$ cat src/common/dram_cmd_pkg.sv
// Purpose: Shared constants and types for the DRAM command input interface.
// Assumes: One 10 MHz core clock; the memory clock pins are sampled, not used as clocks.
// Notes:   Commands are coded as {row strobe, column strobe, write strobe} with select low.
package dram_cmd_pkg;

  localparam int          CLK_PERIOD_PS           = 100000;
  localparam int          READ_LATENCY_TIME_PS    = 13125;
  localparam int          ACT_TO_COL_TIME_PS      = 13125;
  localparam int          PRECHARGE_PERIOD_PS     = 13125;
  localparam logic [3:0]  READ_LATENCY_CYC        =
    4'((READ_LATENCY_TIME_PS + CLK_PERIOD_PS - 1) / CLK_PERIOD_PS);
  localparam logic [3:0]  ACT_TO_COL_CYC          =
    4'((ACT_TO_COL_TIME_PS + CLK_PERIOD_PS - 1) / CLK_PERIOD_PS);
  localparam logic [3:0]  PRECHARGE_CYC           =
    4'((PRECHARGE_PERIOD_PS + CLK_PERIOD_PS - 1) / CLK_PERIOD_PS);

  localparam int          BANKS                   = 8;
  localparam int          BANK_W                  = 3;
  localparam int          ADDR_W                  = 15;
  localparam int          COL_W                   = 10;
  localparam int          PIN_W                   = 8 + BANK_W + ADDR_W;
  localparam int          PRECHARGE_BIT           = 10;
  localparam int          CHOP_BIT                = 12;
  localparam int          MR2_AUTO_SR_BIT         = 6;
  localparam int          MR2_EXT_SR_BIT          = 7;
  localparam logic [2:0]  MODE_REG_TWO_SEL        = 3'h2;
  localparam logic [3:0]  WAIT_RESET              = 4'h0;

  typedef enum logic [2:0] {
    CMD_MODE_SET  = 3'h0,
    CMD_REFRESH   = 3'h1,
    CMD_PRECHARGE = 3'h2,
    CMD_ACTIVATE  = 3'h3,
    CMD_WRITE     = 3'h4,
    CMD_READ      = 3'h5,
    CMD_CALIBRATE = 3'h6,
    CMD_NOP       = 3'h7
  } cmd_t;

  typedef enum logic [1:0] {
    PS_RUN      = 2'h0,
    PS_PRE_PD   = 2'h1,
    PS_ACT_PD   = 2'h2,
    PS_SELF_REF = 2'h3
  } power_t;

endpackage : dram_cmd_pkg

$ cat src/design/dram_command_input_interface.sv
// Purpose: Samples the memory command pins, decodes commands, tracks power states.
// Assumes: Memory clock is far slower than i_ref_clk and is sampled as a level.
// Notes:   Outputs describe what the device core should do; no data path here.
`timescale 1ns/100ps
`default_nettype none
module dram_command_input_interface
  import dram_cmd_pkg::*;
(
  input  wire logic              i_ref_clk,
  input  wire logic              i_resetn,
  input  wire logic              i_clock_true,
  input  wire logic              i_clock_complement,
  input  wire logic              i_clock_gate,
  input  wire logic              i_chip_select_n,
  input  wire logic              i_row_strobe_n,
  input  wire logic              i_col_strobe_n,
  input  wire logic              i_write_strobe_n,
  input  wire logic              i_termination_enable,
  input  wire logic [BANK_W-1:0] i_bank_select,
  input  wire logic [ADDR_W-1:0] i_addr,
  input  wire logic              i_mode_reg_one_term_on,
  input  wire logic              i_mode_reg_two_term_on,
  input  wire logic              i_case_hot,
  output logic                   o_cmd_valid,
  output cmd_t                   o_cmd,
  output logic      [BANK_W-1:0] o_bank,
  output logic      [ADDR_W-1:0] o_row,
  output logic      [COL_W-1:0]  o_col,
  output logic                   o_auto_precharge,
  output logic                   o_precharge_all,
  output logic                   o_burst_chop,
  output power_t                 o_power_state,
  output logic                   o_clocks_on,
  output logic                   o_input_buffers_on,
  output logic                   o_output_drivers_on,
  output logic                   o_termination_on,
  output logic      [BANKS-1:0]  o_open_banks,
  output logic                   o_timing_ready,
  output logic                   o_ext_temp_sr_ok
);

  logic [PIN_W-1:0]  pins_s;
  logic              ck_s;
  logic              ckn_s;
  logic              cke_s;
  logic              cs_n_s;
  logic              odt_s;
  logic [2:0]        strobes_s;
  logic [BANK_W-1:0] bank_s;
  logic [ADDR_W-1:0] addr_s;

  dram_pin_sync #(.W(PIN_W)) u_sync (
    .i_ref_clk (i_ref_clk),
    .i_resetn  (i_resetn),
    .i_d       ({i_clock_true, i_clock_complement, i_clock_gate, i_chip_select_n,
                 i_row_strobe_n, i_col_strobe_n, i_write_strobe_n,
                 i_termination_enable, i_bank_select, i_addr}),
    .o_q       (pins_s)
  );

  assign {ck_s, ckn_s, cke_s, cs_n_s, strobes_s, odt_s, bank_s, addr_s} = pins_s;

  logic              ck_d_r;
  logic              cke_prev_r;
  logic              cke_prev_nxt;
  power_t            state_r;
  power_t            state_nxt;
  logic [BANKS-1:0]  open_r;
  logic [BANKS-1:0]  open_nxt;
  logic              valid_r;
  logic              valid_nxt;
  cmd_t              cmd_r;
  cmd_t              cmd_nxt;
  logic [BANK_W-1:0] bank_r;
  logic [BANK_W-1:0] bank_nxt;
  logic [ADDR_W-1:0] row_r;
  logic [ADDR_W-1:0] row_nxt;
  logic              ap_r;
  logic              ap_nxt;
  logic              all_r;
  logic              all_nxt;
  logic              chop_r;
  logic              chop_nxt;
  logic              term_r;
  logic              term_nxt;
  logic [3:0]        wait_r;
  logic [3:0]        wait_nxt;
  logic              mr2_auto_r;
  logic              mr2_auto_nxt;
  logic              mr2_ext_r;
  logic              mr2_ext_nxt;

  logic              edge_w;
  logic              take_w;
  logic              sr_entry_w;
  logic              pd_entry_w;
  cmd_t              cmd_in_w;
  logic              is_rw_w;

  assign edge_w   = ck_s && !ck_d_r && !ckn_s;
  assign cmd_in_w = cmd_t'(strobes_s);
  assign is_rw_w  = (cmd_in_w == CMD_READ) || (cmd_in_w == CMD_WRITE);
  assign take_w   = edge_w && (state_r == PS_RUN) && cke_s && cke_prev_r && !cs_n_s;
  assign pd_entry_w = edge_w && (state_r == PS_RUN) && cke_prev_r && !cke_s;
  assign sr_entry_w = pd_entry_w && !cs_n_s && (cmd_in_w == CMD_REFRESH);

  always_comb begin
    cke_prev_nxt = edge_w ? cke_s : cke_prev_r;
    state_nxt    = state_r;
    unique case (state_r)
      PS_RUN: begin
        if (sr_entry_w) begin
          state_nxt = PS_SELF_REF;
        end else if (pd_entry_w) begin
          state_nxt = (|open_r) ? PS_ACT_PD : PS_PRE_PD;
        end
      end
      PS_PRE_PD, PS_ACT_PD: begin
        if (edge_w && cke_s) begin
          state_nxt = PS_RUN;
        end
      end
      PS_SELF_REF: begin
        if (cke_s) begin
          state_nxt = PS_RUN;
        end
      end
    endcase
  end

  genvar g;
  generate
    for (g = 0; g < BANKS; g++) begin : g_bank
      always_comb begin
        open_nxt[g] = open_r[g];
        if (take_w && (bank_s == BANK_W'(g))) begin
          if (cmd_in_w == CMD_ACTIVATE) begin
            open_nxt[g] = 1'b1;
          end else if (is_rw_w && addr_s[PRECHARGE_BIT]) begin
            open_nxt[g] = 1'b0;
          end
        end
        if (take_w && (cmd_in_w == CMD_PRECHARGE) &&
            (addr_s[PRECHARGE_BIT] || (bank_s == BANK_W'(g)))) begin
          open_nxt[g] = 1'b0;
        end
      end
    end
  endgenerate

  always_comb begin
    valid_nxt    = take_w;
    cmd_nxt      = cmd_r;
    bank_nxt     = bank_r;
    row_nxt      = row_r;
    ap_nxt       = ap_r;
    all_nxt      = all_r;
    chop_nxt     = chop_r;
    mr2_auto_nxt = mr2_auto_r;
    mr2_ext_nxt  = mr2_ext_r;
    wait_nxt     = (wait_r != WAIT_RESET) ? wait_r - 4'h1 : wait_r;
    if (take_w) begin
      cmd_nxt  = cmd_in_w;
      // bank or register select, address use
      bank_nxt = bank_s;
      row_nxt  = addr_s;
      ap_nxt   = is_rw_w && addr_s[PRECHARGE_BIT];
      all_nxt  = (cmd_in_w == CMD_PRECHARGE) && addr_s[PRECHARGE_BIT];
      chop_nxt = is_rw_w && !addr_s[CHOP_BIT];
      unique case (cmd_in_w)
        CMD_ACTIVATE:  wait_nxt = ACT_TO_COL_CYC;
        CMD_PRECHARGE: wait_nxt = PRECHARGE_CYC;
        CMD_READ:      wait_nxt = READ_LATENCY_CYC;
        default:       wait_nxt = wait_nxt;
      endcase
      if ((cmd_in_w == CMD_MODE_SET) && (bank_s == MODE_REG_TWO_SEL)) begin
        mr2_auto_nxt = addr_s[MR2_AUTO_SR_BIT];
        mr2_ext_nxt  = addr_s[MR2_EXT_SR_BIT];
      end
    end
  end

  // termination follows pin, ignored when off or self-refreshing
  always_comb begin
    term_nxt = term_r;
    if (state_r == PS_SELF_REF || sr_entry_w) begin
      term_nxt = 1'b0;
    end else if (edge_w) begin
      term_nxt = odt_s && (i_mode_reg_one_term_on || i_mode_reg_two_term_on);
    end
  end

  always_ff @(posedge i_ref_clk or negedge i_resetn) begin
    if (!i_resetn) begin
      ck_d_r     <= 1'b0;
      cke_prev_r <= 1'b0;
      state_r    <= PS_RUN;
      open_r     <= '0;
      valid_r    <= 1'b0;
      cmd_r      <= CMD_NOP;
      bank_r     <= '0;
      row_r      <= '0;
      ap_r       <= 1'b0;
      all_r      <= 1'b0;
      chop_r     <= 1'b0;
      term_r     <= 1'b0;
      wait_r     <= WAIT_RESET;
      mr2_auto_r <= 1'b0;
      mr2_ext_r  <= 1'b0;
    end else begin
      ck_d_r     <= ck_s;
      cke_prev_r <= cke_prev_nxt;
      state_r    <= state_nxt;
      open_r     <= open_nxt;
      valid_r    <= valid_nxt;
      cmd_r      <= cmd_nxt;
      bank_r     <= bank_nxt;
      row_r      <= row_nxt;
      ap_r       <= ap_nxt;
      all_r      <= all_nxt;
      chop_r     <= chop_nxt;
      term_r     <= term_nxt;
      wait_r     <= wait_nxt;
      mr2_auto_r <= mr2_auto_nxt;
      mr2_ext_r  <= mr2_ext_nxt;
    end
  end

  assign o_cmd_valid         = valid_r;
  assign o_cmd               = cmd_r;
  assign o_bank              = bank_r;
  assign o_row               = row_r;
  assign o_col               = row_r[COL_W-1:0];
  assign o_auto_precharge    = ap_r;
  assign o_precharge_all     = all_r;
  assign o_burst_chop        = chop_r;
  assign o_power_state       = state_r;
  assign o_clocks_on         = (state_r == PS_RUN);
  assign o_output_drivers_on = (state_r == PS_RUN);
  // command and address buffers off in low power
  assign o_input_buffers_on  = (state_r == PS_RUN);
  assign o_termination_on    = term_r;
  assign o_open_banks        = open_r;
  assign o_timing_ready      = (wait_r == WAIT_RESET);
  // hot case flagged; the refresh rate itself is the controller's job
  assign o_ext_temp_sr_ok    = !i_case_hot || mr2_auto_r || mr2_ext_r;
endmodule : dram_command_input_interface
`default_nettype wire

$ cat src/design/dram_pin_sync.sv
// Purpose: Two-stage synchroniser for a bundle of pin inputs.
// Assumes: Each bit is an independent level; no word coherence is promised.
// Notes:   The first stage is read only by the second stage.
`timescale 1ns/100ps
`default_nettype none
module dram_pin_sync #(
  parameter int W = 1
) (
  input  wire logic         i_ref_clk,
  input  wire logic         i_resetn,
  input  wire logic [W-1:0] i_d,
  output logic      [W-1:0] o_q
);

  logic [W-1:0] meta_r;
  logic [W-1:0] sync_r;

  always_ff @(posedge i_ref_clk or negedge i_resetn) begin
    if (!i_resetn) begin
      meta_r <= '0;
      sync_r <= '0;
    end else begin
      meta_r <= i_d;
      sync_r <= meta_r;
    end
  end

  assign o_q = sync_r;

endmodule : dram_pin_sync
`default_nettype wire

$ cat config.mk
export PLATFORM = sky130hd
export DESIGN_NAME = dram_command_input_interface
export DESIGN_NICKNAME = d
export VERILOG_FILES = /design/src/common/dram_cmd_pkg.sv /design/src/design/dram_command_input_interface.sv /design/src/design/dram_pin_sync.sv
export SDC_FILE = /design/constraint.sdc
export NUM_CORES = 1
export LEC_CHECK = 0
export BUFFER_PORTS_ARGS = -buffer_cell sky130_fd_sc_hd__buf_2
export CORE_MARGIN = 2
export CORE_UTILIZATION = 30
export DETAILED_ROUTE_END_ITERATION = 8
export GPL_ROUTABILITY_DRIVEN = 0
export PLACE_DENSITY = 0.58
export RECOVER_POWER = 50
export SYNTH_ARGS = -nofsm -noshare
export SYNTH_HDL_FRONTEND = slang
export SYNTH_HIERARCHICAL = 1
export SYNTH_SLANG_ARGS = --single-unit
$ cat constraint.sdc
create_clock -name i_ref_clk -period 4.4 [get_ports i_ref_clk]
set_input_delay 0 -clock i_ref_clk [delete_from_list [all_inputs] [get_ports i_ref_clk]]
set_output_delay 0 -clock i_ref_clk [all_outputs]
set_load 0.01 [all_outputs]
==> flow_summary.json <==
{
  "drt_iter0_markers": 108,
  "clkTransAtPathRegs_ps": 70,
  "clock.fmax_mhz": 370,
  "fin_hold_ws_ps": 133,
  "post-place-ws_ps": 1700,
  "crit_arrival_ps": 2930,
  "synthesis.nets": 330,
  "core_mm2": 0.0115,
  "hpwl_mm": 4.85,
  "outcome": "complete, but fails checks",
  "num_io_pins": 82,
  "min_path_type": "in -> reg",
  "grt_first_pass_wirelength_mm": 11.8,
  "tritoncts": "built",
  "timing.slew.headroom_pct": 18.3,
  "post_cts_buffers": 0,
  "start_util_pct": 30.9,
  "area_delta_synth_final_pct": 27.0,
  "ant_nets": 0,
  "critPathMaxFanout": 24,
  "cts_num_sinks": 96,
  "numCtsBuffers": 9,
  "htreeDepth": 3,
  "clk_latency_ps": 350,
  "drive_above_1_share_pct": 16.5,
  "powerDensity_mw_per_mm2": 489,
  "netlist_instances": 295,
  "seqPwrFrac_pct": 47.8,
  "slew_viol_final": 0,
  "maxCapViolations": 0,
  "syn_area_per_cell_um2": 12.1,
  "leakage_nw": 2.09,
  "grt_max_degree": 74,
  "ir_drop_mv": 0.190,
  "fp.dieW_um": 113,
  "period_minus_slack_ps": 2700,
  "diodes": 0,
  "ys_seq_area_share_pct": 67.7,
  "wl_mm": 7.20,
  "yosysTopAreaCell": "dfrtp_1",
  "internal_power_mw": 1.55,
  "synth_commonest_cells": "93 x dfrtp_1, 65 x nand2_1, 13 x a21oi_1, 13 x buf_4, 13 x o21ai_0",
  "fp-row-count": 39,
  "placed_cell_area_mm2": 0.00401,
  "pwr-share-clk_pct": 35.3,
  "violations": "DRC",
  "track_usage_pct": 11.8,
  "reg2reg_from": "ck_d_r",
  "syn_area_mm2": 0.00356,
  "worst_slack_ps": 1700,
  "yosys_warnings": 6,
  "fin_crit_sh_pct": 61.4,
  "crit_required_ps": 4630,
  "end_kind": "register",
  "wl_per_cell_um": 13.3,
  "setup_tns_ps": 0,
  "synth-seq-cells": 96,
  "finalSetupViolCount": 0,
  "crit_path_start": "ck_d_r",
  "port_buffers": 81,
  "p_sw_share_pct": 29.8,
  "first_pass_iters": 6,
  "rsz0062_at_grt": "no",
  "first_global_vias": 2389,
  "grt-ovfl-total": 0,
  "cts_resized": 0,
  "drc": 6,
  "antenna_found_initial": 0,
  "synth_top_area_share_pct": 65.4,
  "min-delay-start": "i_mode_reg_one_term_on",
  "power_switching_mw": 0.658,
  "die-height_um": 113,
  "fin_skew_ps": 7.47,
  "fin_area_mm2": 0.00452,
  "vias_per_cell": 4.38,
  "pwr-share-comb_pct": 16.8,
  "vias": 2379,
  "hold_viol": 0,
  "synth_most_common_cell": "dfrtp_1",
  "path_class": "reg -> reg",
  "clk_path_buf_depth": 2,
  "root_buffer": "clkbuf_16",
  "worstMarginPinSlew_ps": 1220,
  "num-fill-cells": 1134,
  "synthTopCellsByArea": "dfrtp_1 65%, nand2_1 6.9%, buf_4 2.7%",
  "synthFlopType": "dfrtp_1",
  "synth_edf_count": 0,
  "async_flop_share_pct": 100,
  "critPathLaunchType": "register",
  "die_area_mm2": 0.0127,
  "yosysUniqueCellTypes": 47,
  "nNetsFinal": 430
}
routing by layer:
metal / up-vias / global-route usage [%] / part of all wire (%)
met4: 0 / 4.96 / 1.6
met3: 9 / 3.54 / 5.8
li1: 1173 / - / -
met1: 1134 / 15.5 / 46
met2: 63 / 18.4 / 47
met5: - / 0 / 0
path summary, 6_finish.rpt:
path | endpoint | cells after the start | slack (ps)
min in group asynchronous | u_sync/meta_r[18] | 2 | 440
worst max register to register | mr2_ext_r | 5 | 1700
max in group asynchronous | o_open_banks[5] | 3 | 2430
worst min-delay path | o_termination_on | 5 | 130
worst min register to register | u_sync/o_q[1] | 0 | 350
worst max-delay path | mr2_ext_r | 5 | 1700
layout by cell type (no fill, tap or decap), types with 2 or more instances in the layout:
master	Yosys	final
a211oi_1	3	3
a21boi_0	2	2
a21oi_1	13	13
and3b_1	2	2
buf_2	5	36
buf_4	13	2
clkbuf_1	0	45
clkbuf_16	0	9
clkinv_4	0	2
dfrtp_1	93	93
dfstp_2	3	2
dlygate4sd3_1	0	27
ha_1	4	4
inv_1	10	10
inv_8	0	3
mux2_2	2	2
nand2_1	65	65
nand3_1	6	6
nand3b_1	3	3
nor2_1	10	10
nor2b_1	4	4
nor3_1	7	7
nor3b_1	2	3
nor3b_2	2	2
nor4_1	2	2
o211ai_1	2	2
o21ai_0	13	13
o2bb2ai_1	3	3
or3_1	2	2
through the flow:
stage / total power, mW / instances / util [%]
after floorplan: 1.32 / 295 / -
after global placement: 1.44 / 500 / 34.9
after detailed placement: 1.45 / 500 / 34.9
after CTS: 2.26 / 543 / 39.8
after global routing: 2.34 / 543 / 39.2
final: 2.21 / 543 / 39.2
critical path: stages (launching register included):
cell	delay, ps
dfrtp_1	400
nor3b_1	450
nand3_1	640
inv_2	580
nand3_1	200
mux2_2	310
layout make-up:
class                      instances  area, µm²  area share (%)
sequential                        96       2410            53.3
inverter                          11       41.3           0.914
tap                              143        179            3.96
timing repair buffer             110        634            14.0
clock buffer                       9        225            4.99
clock inverter                     7       76.3            1.69
multi-input combinational        167        953            21.1
kinds of logic (layout without fill, tap and decap cells):
logic type                 count (synthesis)  after routing  synth area share (%)
DFF                                       96             96                  67.7
and+or+nand+nor                          115            115                  16.5
AOI/OAI and AO/OA                         43             43                  7.78
xor gates and xnor gates                   1              1                 0.246
buffers and inverters                     32            137                  5.21
muxes                                      4              4                  1.23
adders and majority gates                  4              4                  1.41
power groups by stage:
stage / sequential (mW) / combinational [mW] / clock (mW)
final: 1.06 / 0.371 / 0.781
after global routing: 1.07 / 0.424 / 0.841
after CTS: 1.06 / 0.397 / 0.804
after detailed placement: 1.07 / 0.377 / 0
after global placement: 1.07 / 0.369 / 0
after floorplan: 1.08 / 0.233 / 0
sequential cells by signal (all words and copies together), names as in the netlist, 2 cells and up:
register	flops
o_power_state	2
wait_r	4
o_row	15
o_open_banks	8
u_sync/o_q	26
u_sync/meta_r	26
o_cmd	3
o_bank	3
repair_timing:
action / CTS / global route
hold endpoints to repair: 49 / 0
setup endpoints to repair: 0 / 0
hold buffers: 27 / 0
No activity file was read; power rests on OpenSTA's default activity.
